**src/rtl/deg_pkg.sv**
```systemverilog
// Purpose: shared types and constants for the dual-edge pad logic
// Assumes: one system clock; core-side clocks arrive as sampled levels
// Notes:   configuration word layout is fixed by deg_cfg_s
package deg_pkg;

  // ----------------------------------------------------------------
  // register map
  // ----------------------------------------------------------------
  localparam int          ADDR_W     = 8;
  localparam int          DATA_W     = 32;
  localparam logic [7:0]  REG_CTRL   = 8'h00;
  localparam logic [7:0]  REG_STATUS = 8'h04;

  // ----------------------------------------------------------------
  // pin input synchroniser
  // ----------------------------------------------------------------
  localparam int          SYNC_LEN   = 3;

  typedef enum logic [1:0] {
    DEG_PULL_NONE = 2'b00,
    DEG_PULL_UP   = 2'b01,
    DEG_PULL_DOWN = 2'b10,
    DEG_PULL_KEEP = 2'b11
  } deg_pull_e;

  // ----------------------------------------------------------------
  // control word, bit 0 is in_reg
  // ----------------------------------------------------------------
  typedef struct packed {
    deg_pull_e pull;       // [11:10]
    logic      lvds;       // [9] pin built on differential pair
    logic      out_inv;    // [8]
    logic      oe_fall;    // [7]
    logic      out_fall;   // [6]
    logic      in_fall;    // [5]
    logic      resync;     // [4]
    logic      dual_edge;  // [3]
    logic      oe_reg;     // [2]
    logic      out_reg;    // [1]
    logic      in_reg;     // [0]
  } deg_cfg_s;

  localparam int          CFG_W      = $bits(deg_cfg_s);
  localparam logic [11:0] CFG_RESET  = 12'h000;

  // core-side bit pair, bit 0 is the primary one
  typedef struct packed {
    logic late_bit;
    logic primary_bit;
  } deg_pair_s;

  typedef struct packed {
    logic [SYNC_LEN-1:0] stage;
    logic                level;
  } deg_sync_s;

endpackage

```
**src/rtl/deg_pin_sync.sv**
```systemverilog
// Purpose: bring an outside level onto the system clock
// Assumes: pin may change at any time relative to clk
// Notes:   level moves only once the last two stages agree
`timescale 1ns/1ps
module deg_pin_sync (
  // clock and reset
  input  wire logic clk,
  input  wire logic rst,
  // pin and filtered level
  input  wire logic pin,
  output logic      level
);

  deg_pkg::deg_sync_s st;
  deg_pkg::deg_sync_s next_st;

  // ----------------------------------------------------------------
  // shift chain; first stage feeds only the second
  // ----------------------------------------------------------------
  always_comb begin
    next_st       = st;
    next_st.stage = {st.stage[deg_pkg::SYNC_LEN-2:0], pin};
    if (st.stage[1] == st.stage[2]) begin
      next_st.level = st.stage[2];
    end
  end

  always_ff @(posedge clk or posedge rst) begin
    if (rst) begin
      st <= '0;
    end else begin
      st <= next_st;
    end
  end

  assign level = st.level;

endmodule

```
**src/rtl/deg_gpio_top.sv**
```systemverilog
// Purpose: per-pin input, output and enable logic with dual-edge paths
// Assumes: launch and sample clocks are slow levels, sampled on MCLK
// Notes:   all pad and core outputs are registered once on MCLK
`timescale 1ns/1ps
// What this block does
// - input bus two bits, bit 0 single-rate
// - dual-edge: rising to bit 0, falling to bit 1
// - core drives two output bits, bit 0 ordinary
// - unregistered input gives bypass tap from pad
// - core enable drives pad, optionally registered
// - output and enable registers use launch clock
// - input registers use separate sample clock
// - dual-edge registers both edges, both directions
// - two bits per clock cycle in dual-edge
// - normal mode: each bit on own edge
// - resync mode: both bits on rising edge
// - resync input delays falling bit half period
// - differential-pair pin has no dual-edge
// - differential-pair pin has no pull-down
// - each register picks rising or falling edge
// - registered output may be inverted
// - input and output registered independently
module deg_gpio_top (
  // system
  input  wire logic                        MCLK,
  input  wire logic                        SYS_RST,
  // register port
  input  wire logic [deg_pkg::ADDR_W-1:0]  REG_ADDR,
  input  wire logic [deg_pkg::DATA_W-1:0]  REG_WDATA,
  input  wire logic                        REG_WR,
  input  wire logic                        REG_RD,
  output logic      [deg_pkg::DATA_W-1:0]  REG_RDATA,
  // core side
  input  wire deg_pkg::deg_pair_s          TX_BITS,
  input  wire logic                        CORE_OE,
  output deg_pkg::deg_pair_s               RX_BITS,
  output logic                             BYPASS_TAP,
  // clocks from the core clock tree
  input  wire logic                        LAUNCH_CLOCK,
  input  wire logic                        SAMPLE_CLOCK,
  // pad
  input  wire logic                        PAD_I,
  output logic                             PAD_O,
  output logic                             PAD_OE,
  output logic                             PULL_UP,
  output logic                             PULL_DOWN
);

  // ----------------------------------------------------------------
  // state
  // ----------------------------------------------------------------
  typedef struct packed {
    deg_pkg::deg_cfg_s          cfg;
    logic                       sclk_prev;
    logic                       lclk_prev;
    deg_pkg::deg_pair_s         rx;
    logic                       fall_hold;
    logic                       hi;
    logic                       lo;
    logic                       oe_q;
    logic                       pad_o;
    logic                       pad_oe;
    logic                       tap;
    logic                       pu;
    logic                       pd;
    logic [deg_pkg::DATA_W-1:0] rdata;
  } deg_state_s;

  deg_state_s st;
  deg_state_s next_st;

  logic pad_lvl;
  logic sclk_lvl;
  logic lclk_lvl;

  // ----------------------------------------------------------------
  // pin synchronisers
  // ----------------------------------------------------------------
  deg_pin_sync u_pad_sync (
    .clk   (MCLK),
    .rst   (SYS_RST),
    .pin   (PAD_I),
    .level (pad_lvl)
  );

  deg_pin_sync u_sclk_sync (
    .clk   (MCLK),
    .rst   (SYS_RST),
    .pin   (SAMPLE_CLOCK),
    .level (sclk_lvl)
  );

  deg_pin_sync u_lclk_sync (
    .clk   (MCLK),
    .rst   (SYS_RST),
    .pin   (LAUNCH_CLOCK),
    .level (lclk_lvl)
  );

  // ----------------------------------------------------------------
  // edge decode
  // ----------------------------------------------------------------
  function automatic logic pick_edge(input logic rise, input logic fall,
                                     input logic use_fall);
    pick_edge = use_fall ? fall : rise;
  endfunction

  logic s_rise;
  logic s_fall;
  logic l_rise;
  logic l_fall;
  logic de;

  assign s_rise = sclk_lvl & ~st.sclk_prev;
  assign s_fall = ~sclk_lvl & st.sclk_prev;
  assign l_rise = lclk_lvl & ~st.lclk_prev;
  assign l_fall = ~lclk_lvl & st.lclk_prev;
  // dual-edge is never active on a differential-pair pin
  assign de     = st.cfg.dual_edge & ~st.cfg.lvds;

  // ----------------------------------------------------------------
  // next state
  // ----------------------------------------------------------------
  logic launched;

  always_comb begin
    next_st           = st;
    launched          = 1'b0;
    next_st.sclk_prev = sclk_lvl;
    next_st.lclk_prev = lclk_lvl;

    // input path
    if (!st.cfg.in_reg) begin
      next_st.rx.primary_bit = pad_lvl;
      next_st.rx.late_bit    = 1'b0;
      next_st.tap            = pad_lvl;
    end else begin
      next_st.tap = 1'b0;
      if (!de) begin
        if (pick_edge(s_rise, s_fall, st.cfg.in_fall)) begin
          next_st.rx.primary_bit = pad_lvl;
          next_st.rx.late_bit    = 1'b0;
        end
      end else if (!st.cfg.resync) begin
        if (s_rise) begin
          next_st.rx.primary_bit = pad_lvl;
        end
        if (s_fall) begin
          next_st.rx.late_bit = pad_lvl;
        end
      end else begin
        if (s_fall) begin
          next_st.fall_hold = pad_lvl;
        end
        if (s_rise) begin
          next_st.rx.primary_bit = pad_lvl;
          next_st.rx.late_bit    = st.fall_hold;
        end
      end
    end

    // output registers, independent of the input path
    if (st.cfg.out_reg) begin
      if (!de) begin
        if (pick_edge(l_rise, l_fall, st.cfg.out_fall)) begin
          next_st.hi = TX_BITS.primary_bit;
        end
      end else if (!st.cfg.resync) begin
        if (l_rise) begin
          next_st.hi = TX_BITS.primary_bit;
        end
        if (l_fall) begin
          next_st.lo = TX_BITS.late_bit;
        end
      end else if (l_rise) begin
        next_st.hi = TX_BITS.primary_bit;
        next_st.lo = TX_BITS.late_bit;
        launched   = 1'b1;
      end
    end

    // pad data
    if (!st.cfg.out_reg) begin
      next_st.pad_o = TX_BITS.primary_bit;
    end else if (de) begin
      next_st.pad_o = (lclk_lvl ? st.hi : st.lo) ^ st.cfg.out_inv;
    end else begin
      next_st.pad_o = st.hi ^ st.cfg.out_inv;
    end

    // output enable
    if (st.cfg.oe_reg
        && pick_edge(l_rise, l_fall, st.cfg.oe_fall)) begin
      next_st.oe_q = CORE_OE;
    end
    next_st.pad_oe = st.cfg.oe_reg ? st.oe_q : CORE_OE;

    // pull resistors
    next_st.pu = (st.cfg.pull == deg_pkg::DEG_PULL_UP);
    next_st.pd = (st.cfg.pull == deg_pkg::DEG_PULL_DOWN)
                 & ~st.cfg.lvds;

    // register port
    if (REG_WR && REG_ADDR == deg_pkg::REG_CTRL) begin
      next_st.cfg = deg_pkg::deg_cfg_s'(REG_WDATA[deg_pkg::CFG_W-1:0]);
    end
    next_st.rdata = '0;
    if (REG_RD) begin
      unique case (REG_ADDR)
        deg_pkg::REG_CTRL: begin
          next_st.rdata[deg_pkg::CFG_W-1:0] = st.cfg;
        end
        deg_pkg::REG_STATUS: begin
          next_st.rdata[7:0] = {launched, de, st.pd, st.pu, st.pad_oe,
                                st.pad_o, st.rx};
        end
        default: begin
          next_st.rdata = '0;
        end
      endcase
    end
  end

  always_ff @(posedge MCLK or posedge SYS_RST) begin
    if (SYS_RST) begin
      st     <= '0;
      st.cfg <= deg_pkg::deg_cfg_s'(deg_pkg::CFG_RESET);
    end else begin
      st <= next_st;
    end
  end

  // ----------------------------------------------------------------
  // outputs
  // ----------------------------------------------------------------
  assign REG_RDATA  = st.rdata;
  assign RX_BITS    = st.rx;
  assign BYPASS_TAP = st.tap;
  assign PAD_O      = st.pad_o;
  assign PAD_OE     = st.pad_oe;
  assign PULL_UP    = st.pu;
  assign PULL_DOWN  = st.pd;

  // ----------------------------------------------------------------
  // checks
  // ----------------------------------------------------------------
  rx_single_a: assert property (
    @(posedge MCLK) disable iff (SYS_RST)
    (st.cfg.in_reg && !de && !st.cfg.in_fall && s_rise)
      |=> (RX_BITS.primary_bit == $past(pad_lvl)) && !RX_BITS.late_bit)
    else $error("single-rate input not captured on rising edge");

  rx_rise_a: assert property (
    @(posedge MCLK) disable iff (SYS_RST)
    (st.cfg.in_reg && de && !st.cfg.resync && s_rise)
      |=> RX_BITS.primary_bit == $past(pad_lvl))
    else $error("rising sample missing on bit 0");

  rx_fall_a: assert property (
    @(posedge MCLK) disable iff (SYS_RST)
    (st.cfg.in_reg && de && !st.cfg.resync && s_fall)
      |=> RX_BITS.late_bit == $past(pad_lvl))
    else $error("falling sample missing on bit 1");

  rx_resync_a: assert property (
    @(posedge MCLK) disable iff (SYS_RST)
    (st.cfg.in_reg && de && st.cfg.resync && s_rise)
      |=> RX_BITS.late_bit == $past(st.fall_hold)
          && RX_BITS.primary_bit == $past(pad_lvl))
    else $error("resync falling bit not delivered at rise");

  bypass_tap_a: assert property (
    @(posedge MCLK) disable iff (SYS_RST)
    st.cfg.in_reg |=> !BYPASS_TAP)
    else $error("bypass tap active with input register");

  oe_direct_a: assert property (
    @(posedge MCLK) disable iff (SYS_RST)
    !st.cfg.oe_reg |=> PAD_OE == $past(CORE_OE))
    else $error("unregistered enable not passed");

  lvds_single_a: assert property (
    @(posedge MCLK) disable iff (SYS_RST)
    (st.cfg.in_reg && st.cfg.lvds && !st.cfg.in_fall && s_fall)
      |=> $stable(RX_BITS))
    else $error("dual-edge capture on differential pin");

  no_pulldown_a: assert property (
    @(posedge MCLK) disable iff (SYS_RST)
    st.cfg.lvds |=> !PULL_DOWN)
    else $error("pull-down on differential pin");

  pad_phase_a: assert property (
    @(posedge MCLK) disable iff (SYS_RST)
    (st.cfg.out_reg && de && !lclk_lvl)
      |=> PAD_O == ($past(st.lo) ^ $past(st.cfg.out_inv)))
    else $error("low phase does not drive falling bit");

  out_invert_a: assert property (
    @(posedge MCLK) disable iff (SYS_RST)
    (st.cfg.out_reg && !de && st.cfg.out_inv)
      |=> PAD_O == !$past(st.hi))
    else $error("output inversion not applied");

  fall_capture_a: assert property (
    @(posedge MCLK) disable iff (SYS_RST)
    (st.cfg.in_reg && de && st.cfg.resync && s_fall)
      |=> st.fall_hold == $past(pad_lvl))
    else $error("resync falling sample not held");

  resync_hold_a: assert property (
    @(posedge MCLK) disable iff (SYS_RST)
    (st.cfg.in_reg && de && st.cfg.resync && !s_rise)
      |=> $stable(RX_BITS))
    else $error("resync input changed away from rising edge");

  tap_follow_a: assert property (
    @(posedge MCLK) disable iff (SYS_RST)
    !st.cfg.in_reg |=> BYPASS_TAP == $past(pad_lvl))
    else $error("bypass tap does not follow pad");

  rx_direct_a: assert property (
    @(posedge MCLK) disable iff (SYS_RST)
    !st.cfg.in_reg
      |=> RX_BITS.primary_bit == $past(pad_lvl) && !RX_BITS.late_bit)
    else $error("unregistered input not passed to core");

  pad_direct_a: assert property (
    @(posedge MCLK) disable iff (SYS_RST)
    !st.cfg.out_reg |=> PAD_O == $past(TX_BITS.primary_bit))
    else $error("unregistered output not passed to pad");

  oe_capture_a: assert property (
    @(posedge MCLK) disable iff (SYS_RST)
    (st.cfg.oe_reg && (st.cfg.oe_fall ? l_fall : l_rise))
      ##1 st.cfg.oe_reg |=> PAD_OE == $past(CORE_OE, 2))
    else $error("registered enable not launched");

  oe_held_a: assert property (
    @(posedge MCLK) disable iff (SYS_RST)
    (st.cfg.oe_reg && !l_rise && !l_fall)
      ##1 st.cfg.oe_reg |=> $stable(PAD_OE))
    else $error("registered enable moved without launch edge");

  out_launch_a: assert property (
    @(posedge MCLK) disable iff (SYS_RST)
    (st.cfg.out_reg && !de && !st.cfg.out_fall && l_rise)
      ##1 $stable(st.cfg)
      |=> PAD_O == ($past(TX_BITS.primary_bit, 2) ^ $past(st.cfg.out_inv)))
    else $error("registered output not launched on rise");

  rdata_idle_a: assert property (
    @(posedge MCLK) disable iff (SYS_RST)
    !REG_RD |=> REG_RDATA == '0)
    else $error("read data not cleared without read strobe");

endmodule

```
**config.mk**
```make
export PLATFORM = sky130hd
export DESIGN_NAME = deg_gpio_top
export DESIGN_NICKNAME = d
export VERILOG_FILES = /design/src/rtl/deg_pkg.sv /design/src/rtl/deg_pin_sync.sv /design/src/rtl/deg_gpio_top.sv
export SDC_FILE = /design/constraint.sdc
export NUM_CORES = 1
export LEC_CHECK = 0
export ABC_AREA = 1
export BUFFER_PORTS_ARGS = -buffer_cell sky130_fd_sc_hd__buf_4
export CORE_MARGIN = 2
export CORE_UTILIZATION = 45
export DETAILED_ROUTE_END_ITERATION = 7
export HOLD_SLACK_MARGIN = 0.03
export PLACE_DENSITY = 0.77
export SLEW_MARGIN = 20
export SYNTH_ARGS = -nofsm -noshare
export SYNTH_HDL_FRONTEND = slang
export SYNTH_SLANG_ARGS = --single-unit
export TNS_END_PERCENT = 100
```
**constraint.sdc**
```tcl
create_clock -name MCLK -period 2.1 [get_ports MCLK]
set_input_delay 0.42 -clock MCLK [delete_from_list [all_inputs] [get_ports MCLK]]
set_output_delay 0.42 -clock MCLK [all_outputs]
set_load 0.01 [all_outputs]
```
==> results of run 1 <==
[state kept, by name, indices dropped and copies added, names as in the netlist, 2 cells and up]
| register | cells |
|---|---|
| RX_BITS | 2 |
| u_pad_sync.next_st | 2 |
| u_sclk_sync.next_st | 2 |
| REG_RDATA | 12 |
| st | 18 |
| u_lclk_sync.next_st | 2 |
[area by class of cell]
class,count,share of cell area [%]
Sequential cell,49,47.8
Timing Repair Buffer,49,14.8
Clock inverter,2,0.390
Inverter,19,2.78
Clock buffer,6,2.83
Multi-Input combinational cell,156,28.2
Tap cell,67,3.27
[per-layer routing]
layer | routed length [um] | vias up
met2 | 1750 | 64
met5 | 0 | -
met1 | 1740 | 727
met3 | 285 | 7
met4 | 80 | 0
li1 | - | 797
[synth_stat cells]
library cell   n  area share, %
clkbuf_1       1           0.17
buf_6          2            1.0
dfrtp_1       49             55
inv_1         19            3.2
o21ai_1        2           0.45
conb_1         1           0.17
o21ai_0       10            2.2
o211ai_1       2           0.67
buf_4         34             11
nor2_2         3           0.84
maj3_1         3            1.3
nand2_2        1           0.28
nor2_1        12            2.0
nor2_8         1           0.90
nand3_1       35            7.9
nand4_1        3           0.84
nand2_1       59            9.9
a21oi_1        2           0.45
nand2_4        2            1.0
nor3_1         1           0.22
[worst min path at each step]
| stage | start | end | slack [ns] | cells after the start |
|---|---|---|---|---|
| 4_1_cts | SYS_RST | st[55]$_DFFE_PP0P_ | 0.16 | 2 |
| 6_report | SYS_RST | st[55]$_DFFE_PP0P_ | 0.15 | 2 |
| 5_1_grt | SYS_RST | st[53]$_DFFE_PP0P_ | 0.19 | 2 |
| 3_5_place_dp | u_lclk_sync.next_st[2]$_DFF_PP0_ | u_lclk_sync.next_st[3]$_DFF_PP0_ | 0.34 | 0 |
| 2_1_floorplan | u_lclk_sync.next_st[2]$_DFF_PP0_ | u_lclk_sync.next_st[3]$_DFF_PP0_ | 0.33 | 0 |
| 3_3_place_gp | u_pad_sync.next_st[2]$_DFF_PP0_ | u_pad_sync.next_st[3]$_DFF_PP0_ | 0.33 | 0 |
[logic make-up after synthesis]
group / share of synthesized area [%]
AOI/OAI and AO/OA: 3.81
adders and majority gates: 1.35
buffers and inverters: 15.8
DFF: 55.0
other: 0.168
and+or+nand+nor: 23.9
[where the power goes]
group	switching, mW	internal, mW	total, mW
sequential	0.0412	0.994	1.04
combinational	0.113	0.0838	0.197
clock	0.294	0.231	0.525
[placed cells by master, fill, tap and decap left out, drive strengths merged]
cell type and instances:
clkbuf 6, nand4 3, nor3 1, inv 19, o211ai 2, nand2 62
nand3 35, clkinv 2, dfrtp 49, o21ai 12, maj3 3, buf 49
nor2 16, a21oi 2, conb 20
==> flow_metrics.py, run 1 <==
metrics = {
    "outcome": {
        "outcome": "finished clean",
    },
    "die": {
        "io_pins": 89,
        "fp-row-count": 25,
        "die_height_um": 74.4,
        "initial_core_util_pct": 46.9,
        "dieArea_mm2": 0.00554,
        "die_x_um": 74.4,
        "core-area_mm2": 0.00475,
    },
    "sta": {
        "setup_violations": 0,
        "fmax_ghz": 0.775,
        "relSlewSlack_pct": 65.0,
        "tightest_slew_ns": 0.524,
        "rsz0062_at_grt": "false",
        "postLayoutSetupSlackWorst_ns": 0.810,
        "tns_ns": 0,
        "fin_crit_ns": 1.29,
        "hold_viol_final": 0,
        "hold_ws_ns": 0.147,
        "fin_skew_ns": 0.00812,
        "finalCritPeriodShare_pct": 61.4,
        "report.final.slew_viol_count": 0,
    },
    "clock_tree": {
        "cts.path.max_buffers": 2,
        "cts_tree": "done",
        "cts_resized": 0,
        "path_clk_slew_ns": 0.09,
        "htree_levels": 2,
        "cts_sinks": 49,
        "cts-root-buf": "clkbuf_8",
        "numCtsBuffers": 5,
        "worst_skew_pair.late_latency_ns": 0.31,
        "post_cts_buffers": 0,
        "hold_buffers": 0,
    },
    "worst_setup_path": {
        "crit_fanout": 3,
        "end_kind": "output port",
        "reg2reg_depth": 8,
        "slowest_delay_ns": 0.41,
        "critPathBufInv": 1,
        "reg2reg_slack_ns": 0.82,
        "r2r_start": "st[54]$_DFFE_PP0P_",
        "critPathLaunchType": "flip-flop",
        "reg2reg_to": "PAD_O$_DFF_PP0_",
        "path_depth": 1,
        "worst_path_dominant_cell_family": "flip-flops",
        "critical_path.slowest_cell": "dfrtp_1",
        "crit_chain": "buf_4",
        "crit_start": "RX_BITS[1]$_DFFE_PP0P_",
        "arrival_ns": 0.87,
        "critPathCapture": "RX_BITS[1]",
        "required_ns": 1.68,
        "critical_path_class": "flip-flop to output port",
    },
    "placed_design": {
        "io_buffers": 48,
        "dp_slack_ns": 0.640,
        "place.gp.congestion": 0.815,
        "dp.cells": 340,
        "dp.final_hpwl_um": 3000,
        "place_area_mm2": 0.00248,
    },
    "routing": {
        "via_count": 1595,
        "first_iter_violations": 54,
        "first_pass_iters": 4,
        "wire_per_inst_um": 11.1,
        "viasPerCell": 4.58,
        "wl_um": 3860,
        "ant_nets": 0,
        "drc": 0,
    },
    "cells_and_area": {
        "final_cells": 348,
        "layout.nets": 330,
        "regArea_mm2": 0.00123,
        "drive_above_1_share_pct": 22.8,
        "multiInputGateArea_um2": 723,
        "diodes": 0,
        "final_util_pct": 54.0,
        "fillers": 463,
        "finalInstanceArea_mm2": 0.00257,
        "area_delta_synth_final_pct": 15.1,
    },
    "power": {
        "vdd_ir_drop_max_mv": 0.452,
        "p_per_area_mw_per_mm2": 684,
        "power.total_mw": 1.76,
        "power.leakage_nw": 1.38,
    },
    "synth": {
        "synth_warnings": 0,
        "synth.distinct_cells": 20,
        "postSynthCellCount": 242,
        "synth.avg_cell_area_um2": 9.22,
        "synth_seq_cells": 49,
        "syn_area_mm2": 0.00223,
        "seq_area_frac_synth_pct": 55.0,
    },
    "grt": {
        "grtUsageMet1_pct": 21.2,
        "grt_antenna_before_repair": 0,
        "grt_max_degree": 26,
        "use_met2_pct": 24.7,
        "first_global_vias": 1466,
        "globalRoute.busiestLayer": "met2",
        "grt.overflow.total": 0,
        "gr-usage-met3_pct": 3.52,
        "grt.total_usage_pct": 15.8,
        "grt_pass1_wl_um": 6520,
    },
    "job": {
        "maxCapViolations": 0,
    },
    "hold_path": {
        "holdCritPathClass": "primary input to async pin",
    },
}
Note: power is estimated with default switching activity, not from simulation.
==> inputs of run 2 (changes only) <==
Settings changed: ABC_AREA 1 to 0, CORE_UTILIZATION 45 to 44, PLACE_DENSITY 0.77 to 0.78.
Clock period 2.1 ns to 1.1 ns, I/O delays scaled along.
==> run 2 against run 1 <==
  * Routed wire length rose by 16%
  * Sequential power grew 88%
  * Clock skew down 0.00095 ns
  * Design area grew 19%
  * Largest power group unchanged
  * Worst hold slack got worse by 0.0041 ns
  * First-iteration DRC count shrank 1.9%
  * Global-route usage is essentially flat
  * Power is 120% higher
  * Clock power is 140% higher
  * The run now ends with setup timing left
  * Register-to-register slack worse by 1.1 ns
  * Sequential share of layout area shrank 7.7 points
==> flow_metrics.py, run 2 <==
metrics = {
    "outcome": {
        "outcome": "finished, violations left",
        "violations": "setup timing",
    },
    "hold_path": {
        "hp-start": "REG_WDATA[7]",
        "holdCritPathClass": "primary input to flip-flop",
        "min_to": "st[52]$_DFFE_PP0P_",
        "hold_depth": 2,
    },
    "grt": {
        "grt.total_usage_pct": 15.8,
        "grt_pass1_wl_um": 7250,
        "grt_antenna_before_repair": 0,
        "first_global_vias": 1485,
        "grt_max_degree": 23,
        "grt.overflow.total": 0,
    },
    "die": {
        "io_pins": 89,
        "die_height_um": 76.5,
        "core-area_mm2": 0.00507,
        "dieArea_mm2": 0.00585,
        "die_x_um": 76.5,
        "fp-row-count": 26,
        "initial_core_util_pct": 45.6,
    },
    "clock_tree": {
        "worst_skew_pair.late_latency_ns": 0.30,
        "path_clk_slew_ns": 0.09,
        "htree_levels": 2,
        "cts_sinks": 49,
        "numCtsBuffers": 5,
        "cts_tree": "done",
        "cts-root-buf": "clkbuf_8",
        "cts.path.max_buffers": 2,
    },
    "synth": {
        "synth_warnings": 0,
        "ys_top_cells_by_count": "dfrtp_1 (49), buf_4 (34), nor2_1 (12), mux2_4 (10), mux2i_1 (10)",
        "ys_async_sr_fraction_pct": 100,
        "synth_area_leaders": "dfrtp_1 (53%), buf_4 (11%), mux2_4 (6.5%)",
        "synthFlopType": "dfrtp_1",
        "synth_edf_count": 0,
        "synth_most_common_cell": "dfrtp_1",
        "synth.distinct_cells": 38,
        "seq_area_frac_synth_pct": 53.0,
        "syn_area_mm2": 0.00231,
        "synth.avg_cell_area_um2": 12.2,
        "synth_area_leader_cell": "dfrtp_1",
        "synth_seq_cells": 49,
        "yosysTopAreaCellShare_pct": 53.0,
        "postSynthCellCount": 189,
    },
    "worst_setup_path": {
        "crit_chain": "nor3b_2 -> mux2i_1 -> xnor2_1 -> mux2_4",
        "crit_fanout": 6,
        "crit_start": "st[48]$_DFFE_PP0P_",
        "required_ns": 1.29,
        "critPathLaunchType": "flip-flop",
        "reg2reg_to": "PAD_O$_DFF_PP0_",
        "reg2reg_depth": 4,
        "critical_path.slowest_cell": "dfrtp_2",
        "reg2reg_slack_ns": -0.27,
        "end_kind": "flip-flop",
        "slowest_delay_ns": 0.44,
        "arrival_ns": 1.56,
        "critical_path_class": "flip-flop to flip-flop",
        "r2r_start": "st[48]$_DFFE_PP0P_",
    },
    "routing": {
        "wl_met2_um": 2260,
        "wire_per_inst_um": 13.5,
        "wl_um": 4470,
        "ant_nets": 0,
        "first_iter_violations": 53,
        "drc": 0,
        "wirelength_met1_um": 1950,
        "met3_length_um": 214,
        "via_count": 1539,
        "first_pass_iters": 4,
        "viasPerCell": 4.65,
        "maxUsedRoutingLayer": "met4",
    },
    "cells_and_area": {
        "diodes": 0,
        "regMostFlops": "st",
        "layout_common_cells": "buf_4 (71), dfrtp_1 (47), conb_1 (20), mux2_4 (12), nor2_1 (12)",
        "largest_reg_flops": 18,
        "final_util_pct": 60.4,
        "fillers": 414,
        "layout.nets": 310,
        "drive_above_1_share_pct": 45.6,
        "area_delta_synth_final_pct": 32.5,
        "final_common_cell": "buf_4",
        "final_cells": 331,
        "finalInstanceArea_mm2": 0.00307,
    },
    "power": {
        "power.leakage_nw": 1.55,
        "p_per_area_mw_per_mm2": 1240,
        "power.total_mw": 3.80,
        "vdd_ir_drop_max_mv": 0.788,
    },
    "sta": {
        "postLayoutSetupSlackWorst_ns": -0.267,
        "hold_viol_final": 0,
        "setup_violations": 9,
        "report.final.slew_viol_count": 0,
        "fin_skew_ns": 0.00717,
        "fin_crit_ns": 1.37,
        "tns_ns": -1.64,
        "hold_ws_ns": 0.143,
        "rsz0062_at_grt": "true",
        "finalCritPeriodShare_pct": 124,
        "fmax_ghz": 0.731,
    },
    "placed_design": {
        "place.gp.congestion": 0.777,
        "dp.final_hpwl_um": 3310,
        "place_area_mm2": 0.00281,
        "dp.cells": 314,
        "io_buffers": 48,
        "dp_slack_ns": -0.325,
    },
    "job": {
        "maxCapViolations": 0,
    },
}
run 2: repair_timing:
item,CTS,global route
hold buffers,4,0
pin swaps,9,3
hold endpoints to repair,14,0
resized for setup,12,9
setup endpoints to repair,8,24
setup buffers,0,5
run 2: per-layer routing:
layer / track usage [%] / up-vias
li1: - / 739
met1: 20.2 / 744
met2: 26.6 / 51
met3: 3.67 / 5
met4: 4.91 / 0
met5: 0 / -
run 2: area by class of cell:
type / instances / area (um2) / area share, %
Timing Repair Buffer: 84 / 701 / 22.9
Multi-Input combinational cell: 117 / 922 / 30.1
Clock inverter: 2 / 38.8 / 1.27
Sequential cell: 49 / 1230 / 40.1
Tap cell: 70 / 87.6 / 2.86
Clock buffer: 6 / 72.6 / 2.37
Inverter: 3 / 15.0 / 0.490
run 2: where the power goes:
| part | total [mW] | switching (mW) | internal (mW) |
|---|---|---|---|
| clock network | 1.28 | 0.594 | 0.683 |
| logic | 0.565 | 0.241 | 0.324 |
| registers | 1.96 | 0.0735 | 1.88 |
| total | 3.80 | 0.909 | 2.89 |
run 2: worst max-delay path by stage:
stage	endpoint	slack, ns	cells after the start
floorplan	st[39]$_DFFE_PP0P_	-0.29	4
global placement	PAD_O$_DFF_PP0_	-0.30	4
detailed placement	st[39]$_DFFE_PP0P_	-0.32	4
CTS	st[38]$_DFFE_PP0P_	-0.28	5
global route	REG_RDATA[7]$_DFF_PP0_	-0.32	6
finish	PAD_O$_DFF_PP0_	-0.27	4
run 2: kinds of logic after synthesis:
logic type	Yosys count	synth area share, %
buf+inv	42	12.8
flops	49	53.0
compound gates	16	4.60
other cells	1	0.162
mux	27	14.2
simple gates	50	13.6
fa+ha+maj	3	1.30
xor+xnor	1	0.379
run 2: critical path, delay by kind of cell (launching register included):
kind | cells | cell delay, ns
xor+xnor | 1 | 0.10
simple gates | 1 | 0.22
flops | 1 | 0.44
mux | 2 | 0.50
==> inputs of run 3 (changes only) <==
Clock period 1.1 ns to 1.2 ns, I/O delays scaled along.
==> run 3 against run 2 <==
  * Design area fell by 2.3%
  * Largest power group unchanged
  * The flow still finishes with violations (setup timing)
  * Clock skew fell by 0.00082 ns
  * Core utilization shrank 1.4 points
  * Non-clock buffer count shrank 5
  * Largest cell class unchanged
==> flow_metrics.py, run 3 (synthesis gave the netlist of run 2 again) <==
metrics = {
    "job": {
        "maxCapViolations": 0,
    },
    "sta": {
        "setup_violations": 7,
        "finalCritPeriodShare_pct": 115,
        "rsz0062_at_grt": "true",
        "fmax_ghz": 0.723,
        "fin_crit_ns": 1.38,
        "postLayoutSetupSlackWorst_ns": -0.184,
        "hold_viol_final": 0,
        "report.final.slew_viol_count": 0,
        "fin_skew_ns": 0.00635,
    },
    "clock_tree": {
        "cts_sinks": 49,
        "cts_tree": "done",
        "path_clk_slew_ns": 0.08,
        "worst_skew_pair.late_latency_ns": 0.30,
        "htree_levels": 2,
        "numCtsBuffers": 5,
        "cts.path.max_buffers": 2,
        "cts-root-buf": "clkbuf_8",
    },
    "cells_and_area": {
        "multiInputGateArea_um2": 925,
        "regMostFlops": "st",
        "largest_reg_flops": 18,
        "layout_common_cells": "buf_4 (71), dfrtp_1 (47), conb_1 (20), nor2_1 (12), mux2_4 (11)",
        "drive_above_1_share_pct": 46.3,
        "final_cells": 325,
        "diodes": 0,
        "fillers": 420,
        "final_common_cell": "buf_4",
        "regArea_mm2": 0.00123,
        "area_delta_synth_final_pct": 29.5,
        "layout.nets": 305,
    },
    "routing": {
        "wl_um": 4180,
        "wirelength_met1_um": 1810,
        "wl_met2_um": 2130,
        "first_iter_violations": 127,
        "wire_per_inst_um": 12.9,
        "ant_nets": 0,
        "met3_length_um": 188,
        "maxUsedRoutingLayer": "met4",
        "drc": 0,
        "via_count": 1520,
        "first_pass_iters": 6,
        "viasPerCell": 4.68,
    },
    "placed_design": {
        "place.gp.congestion": 0.774,
        "dp.final_hpwl_um": 2990,
        "dp.cells": 309,
        "io_buffers": 48,
    },
    "worst_setup_path": {
        "critPathLaunchType": "flip-flop",
        "crit_chain": "nand2b_4 -> and4b_1 -> o21ai_2 -> mux2_4",
        "critPathCapture": "st[39]$_DFFE_PP0P_",
        "critical_path.slowest_cell": "dfrtp_1",
        "reg2reg_to": "st[39]$_DFFE_PP0P_",
        "arrival_ns": 1.57,
        "reg2reg_depth": 4,
        "path_depth": 4,
        "required_ns": 1.39,
        "r2r_start": "st[54]$_DFFE_PP0P_",
        "critical_path_class": "flip-flop to flip-flop",
        "critPathBufInv": 0,
        "slowest_delay_ns": 0.43,
        "end_kind": "flip-flop",
        "crit_fanout": 4,
        "reg2reg_slack_ns": -0.18,
        "crit_start": "st[54]$_DFFE_PP0P_",
        "worst_path_dominant_cell_family": "flip-flops",
    },
    "die": {
        "fp-row-count": 26,
        "initial_core_util_pct": 45.6,
        "io_pins": 89,
        "dieArea_mm2": 0.00585,
        "die_height_um": 76.5,
        "core-area_mm2": 0.00507,
        "die_x_um": 76.5,
    },
    "grt": {
        "grt_pass1_wl_um": 6600,
        "grt.total_usage_pct": 14.5,
        "grt_max_degree": 50,
        "grt_antenna_before_repair": 0,
        "first_global_vias": 1376,
        "grt.overflow.total": 0,
    },
    "outcome": {
        "violations": "setup timing",
        "outcome": "finished, violations left",
    },
    "power": {
        "p_per_area_mw_per_mm2": 1140,
        "vdd_ir_drop_max_mv": 0.772,
        "power.total_mw": 3.41,
        "power.leakage_nw": 1.51,
    },
    "hold_path": {
        "holdCritPathClass": "primary input to flip-flop",
    },
}
run 3: area by class of cell:
type                    count  share of cell area [%]
inverters                   3                   0.501
multi-input cells         117                    30.9
repair buffers             79                    21.2
flip-flops and latches     49                    41.0
clock buffers               5                    2.30
clock inverters             2                    1.17
well taps                  70                    2.92
run 3: timing repair:
item,in CTS,in global routing
setup buffers,1,4
hold buffers,1,3
gates resized for setup,9,11
pin swaps,3,6
endpoints found under the setup margin,7,9
endpoints found under the hold margin,49,3
run 3: routing by layer:
layer	vias to the layer above	track usage (%)
met4	0	5.45
li1	724	-
met3	6	4.62
met2	47	22.9
met5	-	0
met1	743	18.6
run 3: power by group:
part	internal (mW)	switching (mW)	leakage [nW]
clock network	0.606	0.510	0.0540
registers	1.73	0.0693	0.631
logic	0.287	0.211	0.830
total	2.62	0.790	1.51
run 3: how the worst min path moves through the flow:
stage / start / endpoint / slack [ns] / depth (start not counted)
after floorplan: LAUNCH_CLOCK / u_lclk_sync.next_st[2]$_DFF_PP0_ / 0.27 / 0
after global placement: SYS_RST / BYPASS_TAP$_DFF_PP0_ / 0.32 / 3
after detailed placement: SYS_RST / BYPASS_TAP$_DFF_PP0_ / 0.32 / 3
after CTS: PAD_I / u_pad_sync.next_st[2]$_DFF_PP0_ / 0.03 / 1
after global routing: REG_WDATA[6] / st[51]$_DFFE_PP0P_ / 0.15 / 2
final: REG_WDATA[6] / st[51]$_DFFE_PP0P_ / 0.17 / 2
run 3: per-stage QoR:
step / utilization, % / hold slack [ns] / area [um2] / TNS (ns) / setup slack, ns
6_report: 59.0 / 0.167 / 3000 / -0.596 / -0.184
5_1_grt: 59.0 / 0.148 / 3000 / -1.03 / -0.225
2_1_floorplan: - / 0.271 / 2400 / -1.37 / -0.191
3_3_place_gp: 54.3 / 0.324 / 2760 / -3.67 / -0.209
4_1_cts: 57.1 / 0.0340 / 2900 / -0.488 / -0.144
3_5_place_dp: 54.3 / 0.324 / 2760 / -5.16 / -0.278
